==> config.mk <==
export PLATFORM = sky130hd
export DESIGN_NAME = cms_sequencer
export DESIGN_NICKNAME = d
export VERILOG_FILES = /design/src/include/cms_pkg.sv /design/src/design/cms_skid_buffer.sv /design/src/design/cms_sequencer.sv
export SDC_FILE = /design/constraint.sdc
export NUM_CORES = 1
export LEC_CHECK = 0
export ABC_CLOCK_PERIOD_IN_PS = 5500
export BUFFER_PORTS_ARGS = -buffer_cell sky130_fd_sc_hd__buf_2
export CAP_MARGIN = 30
export CORE_MARGIN = 2
export CORE_UTILIZATION = 55
export CTS_BUF_LIST = sky130_fd_sc_hd__clkbuf_16
export DETAILED_ROUTE_END_ITERATION = 10
export HOLD_SLACK_MARGIN = 0.1
export PLACE_DENSITY = 0.78
export SYNTH_ARGS = -nofsm -noshare
export SYNTH_HDL_FRONTEND = slang
export SYNTH_HIERARCHICAL = 1
export SYNTH_SLANG_ARGS = --single-unit
==> constraint.sdc <==
create_clock -name ref_clk -period 5.5 [get_ports ref_clk]
set_clock_uncertainty 0.1 [all_clocks]
set_input_delay 0.55 -clock ref_clk [delete_from_list [all_inputs] [get_ports ref_clk]]
set_output_delay 0.55 -clock ref_clk [all_outputs]
set_load 0.05 [all_outputs]
==> src/include/cms_pkg.sv <==
// Shared types and constants for the configuration mode sequencer.
// Assumes a single 100 MHz clock domain and no software registers.
package cms_pkg;

  // Clock period in ns
  localparam int CLK_PERIOD_NS = 10;
  // Longest permitted load time in ms, as a cycle count
  localparam int LOAD_LIMIT_MS = 100;
  localparam int LOAD_LIMIT_CYC = (LOAD_LIMIT_MS * 1000000) / CLK_PERIOD_NS;
  // Initialization phase length in cycles
  localparam int INIT_CYC = 8;
  // Default configuration image size in bytes
  localparam int IMAGE_BYTES = 1024;

  // Data source selection
  typedef enum logic [2:0] {
    CMS_SCHEME_MEMORY = 3'h0,
    CMS_SCHEME_SERIAL = 3'h1,
    CMS_SCHEME_PAR_ASYNC = 3'h2,
    CMS_SCHEME_FAST_PAR = 3'h3,
    CMS_SCHEME_JTAG = 3'h4
  } cms_scheme_e;

  // Sequencer states
  typedef enum logic [2:0] {
    CMS_POWERUP,
    CMS_LOAD,
    CMS_INIT,
    CMS_USER,
    CMS_ERROR
  } cms_state_e;

  // One configuration byte on its way to the array
  typedef struct packed {
    logic [7:0] data;
    logic last;
  } cms_word_s;

endpackage : cms_pkg

==> src/design/cms_skid_buffer.sv <==
// Two-entry buffer with valid/ready on both sides.
// Assumes the producer and consumer share one clock.
`timescale 1ns/10ps
`default_nettype none
module cms_skid_buffer
  import cms_pkg::*;
(
  // Clock and reset
  input wire logic ref_clk,
  input wire logic resetn,
  // Filling side
  input wire logic in_valid,
  output logic in_ready,
  input wire cms_word_s in_word,
  // Draining side
  output logic out_valid,
  input wire logic out_ready,
  output cms_word_s out_word
);

  cms_word_s slot [2]; // Storage, slot 0 is the head
  logic [1:0] count; // Words held
  wire logic push = in_valid && in_ready;
  wire logic pop = out_valid && out_ready;

  assign in_ready = (count != 2'h2);
  assign out_valid = (count != 2'h0);
  assign out_word = slot[0];

  // Shift on pop, write behind the last held word on push
  always_ff @(posedge ref_clk) begin
    if (!resetn) begin
      count <= 2'h0;
      slot[0] <= '0;
      slot[1] <= '0;
    end else begin
      count <= count + {1'b0, push} - {1'b0, pop};
      if (pop) begin
        slot[0] <= slot[1];
      end
      if (push) begin
        if (pop) begin
          if (count == 2'h1) slot[0] <= in_word;
          else slot[1] <= in_word;
        end else if (count == 2'h0) begin
          slot[0] <= in_word;
        end else begin
          slot[1] <= in_word;
        end
      end
    end
  end

endmodule : cms_skid_buffer
`default_nettype wire

==> src/design/cms_sequencer.sv <==
// Configuration mode sequencer: power-up, load, init and user mode.
// Assumes byte streams already framed by pin front-ends on ref_clk;
// the reconfiguration and chain pins arrive asynchronously.
//
// What this block does
// - Every power-up needs a full load first.
// - Init follows load: reset; pins enable only after it, in user mode.
// - Pins high impedance before and during load.
// - Load plus init is command mode.
// - User pins weakly pulled high before user.
// - Reconfig pin returns device to command mode.
// - Exactly one selected scheme supplies data.
// - Chain enable out feeds next enable in.
// - Byte per cycle; load within limit.
// - Host writes bytes to one location.
// - Memory scheme loads automatically at power-up.
// - JTAG pulse acts like reconfig pin.
// - I/O setup instruction aborts ongoing load.
`timescale 1ns/10ps
`default_nettype none
module cms_sequencer
  import cms_pkg::*;
#(
  parameter int IMAGE_LEN = IMAGE_BYTES, // Bytes in one image
  parameter int LOAD_LIMIT = LOAD_LIMIT_CYC // Load timeout in cycles
)(
  // Clock and reset
  input wire logic ref_clk,
  input wire logic resetn,
  // Device pins; the two inputs are asynchronous, chain out is registered
  input wire logic reconfig_request_n,
  input wire logic chain_enable_in_n,
  output logic chain_enable_out_n,
  // Scheme select, fixed by board straps
  input wire cms_scheme_e scheme,
  // Byte sources, one per scheme
  input wire logic [4:0] src_valid,
  input wire logic [39:0] src_data,
  output logic [4:0] src_ready,
  // JTAG instruction strobes
  input wire logic pulse_reconfig_instruction,
  input wire logic io_setup_instruction,
  // Configuration array write port
  output logic cfg_wr,
  output logic [7:0] cfg_data,
  output logic [31:0] cfg_addr,
  // User logic and pin control
  output logic user_mode,
  output logic init_reset,
  output logic io_enable,
  output logic io_weak_pullup,
  output logic load_error
);

  cms_state_e state, next_state;
  logic [1:0] reconfig_sync; // Pin synchroniser
  logic [1:0] chain_sync; // Pin synchroniser
  logic [31:0] byte_count; // Bytes accepted this load
  logic [31:0] timer; // Load time so far
  logic [3:0] init_count; // Init phase length
  cms_word_s in_word, buf_word;
  logic in_valid, in_ready, buf_valid, buf_ready;

  // Synchronised pins; only stage 1 is read by logic
  wire logic reconfig_req = !reconfig_sync[1] || pulse_reconfig_instruction;
  wire logic chain_on = !chain_sync[1];
  wire logic loading = (state == CMS_LOAD);
  wire logic last_byte = (byte_count == 32'(IMAGE_LEN - 1));
  // Stop taking once the image is in, so no stray byte is stranded in the buffer
  wire logic want_more = (byte_count < 32'(IMAGE_LEN));
  wire logic got_all = buf_valid && buf_ready && buf_word.last;
  wire logic timed_out = (timer == 32'(LOAD_LIMIT));
  wire logic [2:0] sel = scheme;

  // Select the one active source; others see no ready
  assign in_valid = loading && chain_on && want_more && src_valid[sel];
  assign in_word.data = src_data[sel*8 +: 8];
  assign in_word.last = last_byte;

  // Ready only to the selected scheme, and only while enabled
  genvar g;
  generate
    for (g = 0; g < 5; g++) begin : g_ready
      assign src_ready[g] = loading && chain_on && want_more && in_ready && (sel == 3'(g));
    end
  endgenerate

  // Back-pressure path into the array writer
  cms_skid_buffer u_buf (
    .ref_clk(ref_clk),
    .resetn(resetn),
    .in_valid(in_valid),
    .in_ready(in_ready),
    .in_word(in_word),
    .out_valid(buf_valid),
    .out_ready(buf_ready),
    .out_word(buf_word)
  );
  assign buf_ready = 1'b1; // Array accepts one byte per cycle

  // Pin outputs follow mode: tri-state and pull-up until user mode
  assign user_mode = (state == CMS_USER);
  assign io_enable = user_mode;
  assign io_weak_pullup = !user_mode;
  assign init_reset = (state == CMS_INIT);

  // Next-state decision
  always_comb begin
    next_state = state;
    unique case (state)
      CMS_POWERUP: next_state = CMS_LOAD;
      CMS_LOAD: begin
        if (io_setup_instruction || timed_out) next_state = CMS_ERROR;
        else if (got_all) next_state = CMS_INIT;
      end
      CMS_INIT: begin
        if (init_count == 4'(INIT_CYC - 1)) next_state = CMS_USER;
      end
      CMS_USER: ;
      CMS_ERROR: ;
    endcase
    // Reconfig request overrides everything
    if (reconfig_req) next_state = CMS_POWERUP;
  end

  // Synchronisers
  always_ff @(posedge ref_clk) begin
    if (!resetn) begin
      reconfig_sync <= 2'h3;
      chain_sync <= 2'h3;
    end else begin
      reconfig_sync <= {reconfig_sync[0], reconfig_request_n};
      chain_sync <= {chain_sync[0], chain_enable_in_n};
    end
  end

  // State register; reset always means a fresh load
  always_ff @(posedge ref_clk) begin
    if (!resetn) state <= CMS_POWERUP;
    else state <= next_state;
  end

  // Byte counter and load timer, restarted outside loading
  always_ff @(posedge ref_clk) begin
    if (!resetn || !loading) begin
      byte_count <= 32'h0;
      timer <= 32'h0;
    end else begin
      if (in_valid && in_ready) byte_count <= byte_count + 32'h1;
      if (!timed_out) timer <= timer + 32'h1;
    end
  end

  // Init phase length
  always_ff @(posedge ref_clk) begin
    if (!resetn || state != CMS_INIT) init_count <= 4'h0;
    else init_count <= init_count + 4'h1;
  end

  // Array write port and address, registered
  always_ff @(posedge ref_clk) begin
    if (!resetn) begin
      cfg_wr <= 1'b0;
      cfg_data <= 8'h00;
      cfg_addr <= 32'h0;
    end else begin
      cfg_wr <= buf_valid && loading;
      cfg_data <= buf_word.data;
      if (!loading) cfg_addr <= 32'h0;
      // Advance after each write so the address stands beside its own byte
      else if (cfg_wr) cfg_addr <= cfg_addr + 32'h1;
    end
  end

  // Chain output: released only once own image is in; error flag
  always_ff @(posedge ref_clk) begin
    if (!resetn) begin
      chain_enable_out_n <= 1'b1;
      load_error <= 1'b0;
    end else begin
      if (reconfig_req) chain_enable_out_n <= 1'b1;
      else if (got_all && loading) chain_enable_out_n <= 1'b0;
      if (state == CMS_ERROR) load_error <= 1'b1;
      // Cleared in the restart state, so a one-cycle request still clears it
      else if (state == CMS_POWERUP) load_error <= 1'b0;
    end
  end

endmodule : cms_sequencer
`default_nettype wire

==> metrics.md <==
| Metric | Value |
|---|---|
| Synth warn | `6` |
| Final instance area | `0.007522 mm^2` |
| Post-DRT Antenna Nets | `0` |
| Pin count of the biggest net entering global routing | `74` |
| Cell taking the most area after synthesis | `dfxtp_1` |
| Post-synth EDFFs | `18` |
| Crit Path Max Fanout | `16` |
| Via density | `5.624` |
| Number of max-cap violations | `0` |
| Fin Setup TNS | `0 ns` |
| Diode count | `0` |
| Outcome | `finished clean` |
| Post-synth design cell area | `0.006342 mm^2` |
| Cell variety after synth | `52` |
| Die Area | `0.01241 mm^2` |
| Post-synthesis simple-gate area fraction | `27.70%` |
| Peak supply drop | `0.2294 mV` |
| Critical path class | `flip-flop to flip-flop` |
| DRC viols | `0` |
| IO buf count | `105` |
| Endpoint type of the worst setup path | `flip-flop` |
| Share of the synthesized area in the top cell type | `37.88%` |
| H-tree level count | `4` |
| Yosys reg bits | `138` |
| Xor-xnor portion of the synthesized cell area | `8.009%` |
| Initial DRC Count | `390` |
| Placed wire-length estimate | `9237 um` |
| Fin nets | `837` |
| CP max stage cell | `or4_1` |
| Pre-antenna DRT Iters | `5` |
| Register area share after synthesis | `46.40%` |
| GP Congestion | `0.7916` |
| Adder-cell share of the synthesized area | `1.381%` |
| PD cells | `323.7 mW/mm^2` |
| Num ports | `106` |
| CTS clk-pin slew, worst paths | `0.06 ns` |
| Root buf cell | `clkbuf_16` |
| Startpoint Class | `flip-flop` |
| Slew Viols, Final | `0` |
| Async SR Flop Fraction | `0%` |
| Layout cell share with drive strength beyond 1 | `20.41%` |
| Post-Route WL | `13160 um` |
| Fill cell count | `888` |
| Hold_buf cts | `0` |
| Worst-skew pair later-pin latency | `0.42 ns` |
| Arr. time, crit path | `3.33 ns` |
| TritonCTS Sinks | `138` |
| Crit share post-route | `56.62%` |
| Fin crit period | `3.114 ns` |
| Syn Area/Cell | `9.245 um^2` |
| CTS buffer count | `17` |
| Post-CTS sizing | `0` |
| Hold Path Class | `primary input to flip-flop` |
| Pleak | `0.002999 uW` |
| Number of setup buffers added after CTS | `0` |
| Peak Freq | `321.1 MHz` |
| Max Root-Sink Buffers | `2` |
| Row cnt | `39` |
| CP Cell Sequence | `or4_1 -> nor2_1 -> and3_1 -> o21a_1 -> nand2_1 -> ha_1 -> inv_1 -> ha_1 -> xnor2_1 -> xnor2_1 -> and2_1` |
| Total Routing Usage GR | `22.21%` |
| Slowest stage delay, CP | `0.52 ns` |
| Mux cell area share after synthesis | `4.024%` |
| Wire per inst | `14.11 um` |
| Dpl ws | `2.394 ns` |
| Slew @ Worst Pin | `0.9264 ns` |
| Via count of the first global-routing pass | `4995` |
| CP top delay family | `simple AND/OR/NAND/NOR gates` |
| Initial core utilization | `56.02%` |
| Final Hold Viols | `0` |
| CTS tree | `done` |
| Layout overhead on the synthesized area | `18.60%` |
| Worst rel slew slack | `38.11%` |
| Gr ovfl total | `0` |
| Critical Path RT | `5.71 ns` |
| DP Area | `0.006883 mm^2` |
| Top cells by area, synth | `dfxtp_1 38%, edfxtp_1 8.5%, xor2_1 4.4%` |
| Synth Area in Compound Gates | `7.536%` |
| Fin worst setup slack | `2.386 ns` |
| Die Wd | `111.4 um` |
| CORE AREA | `0.01132 mm^2` |
| Largest family of logic cells by synthesized area | `simple AND/OR/NAND/NOR gates` |
| First-pass GRT wire length | `22870 um` |
| Predominant post-synthesis flop cell | `dfxtp_1` |
| RSZ-0062 raised after global routing | `false` |
| # setup viols final | `0` |
| Bufs and invs on worst path | `1` |
| Cells after synthesis | `686` |
| Vias | `5242` |
| Initial antenna violation count | `0` |
| Die height | `111.4 um` |
kinds of logic after synthesis:
kind of cell,after synthesis
AOI/OAI and AO/OA,75
xor gates and xnor gates,58
adders and majority gates,7
buffers and inverters,68
DFF,138
muxes,15
other,1
and+or+nand+nor,324
cell usage after synthesis, types with 16 or more instances:
library cell and number:
xnor2_1 26, dfxtp_1 120, and3_1 40, nand2_1 48, nand3_1 40, nand4_1 20, inv_1 23, a21oi_1 21
xor2_1 32, nor3_1 16, nor2_1 68, o21ai_0 28, clkbuf_1 24, edfxtp_1 18, or3_1 17, and2_1 22
area by class of cell:
class / instances / area (um^2) / share of cell area (%)
clock inverter: 13 / 163.9 / 2.179
tap: 143 / 178.9 / 2.379
timing repair buffer: 109 / 556.8 / 7.402
multi-input combinational: 486 / 3114 / 41.40
sequential: 138 / 2943 / 39.12
clock buffer: 19 / 475.5 / 6.321
inverter: 24 / 90.09 / 1.198
through the flow:
stage / power (uW) / hold WS [ns] / std cells / util (%)
finish: 2435 / 0.2113 / 932 / 66.45
CTS: 2449 / 0.1983 / 932 / 66.45
floorplan: 1223 / 0.2863 / 692 / -
global route: 2514 / 0.2119 / 932 / 66.45
detailed placement: 1253 / 0.2970 / 900 / 60.80
global placement: 1244 / 0.2912 / 898 / 60.65
flip-flops by register name, indices dropped and copies added (netlist names):
register / flops
chain_sync: 2
state: 3
cfg_wr: 1
reconfig_sync: 2
timer: 32
chain_enable_out_n: 1
u_buf/slot: 18
cfg_addr: 32
u_buf/count: 2
byte_count: 32
init_count: 4
load_error: 1
cfg_data: 8
cells in the final DEF (no fill, tap or decap), types with 3 or more instances in the layout:
| cell | netlist | layout |
|---|---|---|
| and3_1 | 40 | 40 |
| buf_2 | 7 | 106 |
| clkbuf_16 | 0 | 19 |
| nand4_1 | 20 | 20 |
| xnor2_1 | 26 | 26 |
| mux4_2 | 8 | 8 |
| nor2_1 | 68 | 68 |
| conb_1 | 1 | 7 |
| or3_1 | 17 | 17 |
| o2111ai_1 | 9 | 9 |
| nor3_1 | 16 | 16 |
| clkinv_4 | 0 | 5 |
| nor3b_1 | 3 | 3 |
| edfxtp_1 | 18 | 18 |
| a31oi_1 | 9 | 9 |
| o21ai_0 | 28 | 28 |
| o21a_1 | 4 | 4 |
| mux2i_1 | 6 | 6 |
| inv_1 | 23 | 23 |
| xor2_1 | 32 | 32 |
| and4_1 | 10 | 10 |
| nand2b_1 | 7 | 7 |
| dfxtp_1 | 120 | 120 |
| a21oi_1 | 21 | 21 |
| nand2_1 | 48 | 47 |
| nor2b_1 | 3 | 3 |
| nand3_1 | 40 | 40 |
| bufinv_16 | 0 | 3 |
| ha_1 | 7 | 7 |
| and2_1 | 22 | 22 |
| nand3b_1 | 3 | 3 |
| nor4_1 | 11 | 11 |
worst paths after layout:
check	start	endpoint	slack [ns]	depth (start not counted)
worst max register to register	byte_count[27]	u_buf/count[1]	2.39	11
worst min register to register	reconfig_sync[0]	reconfig_sync[1]	0.31	1
worst min-delay path	chain_enable_in_n	chain_sync[0]	0.21	2
worst max-delay path	byte_count[27]	u_buf/count[1]	2.39	11
layer usage:
metal	track usage, %	share of wire [%]
met1	27.28	44
met2	38.78	50
met3	5.117	5.2
met4	7.325	1.6
met5	0	0
power breakdown:
group | internal, uW | switching (uW)
Combinational | 63.9 | 98.9
Clock | 767 | 434
Sequential | 1050 | 22.7
Power figures use the tool's default switching activity.
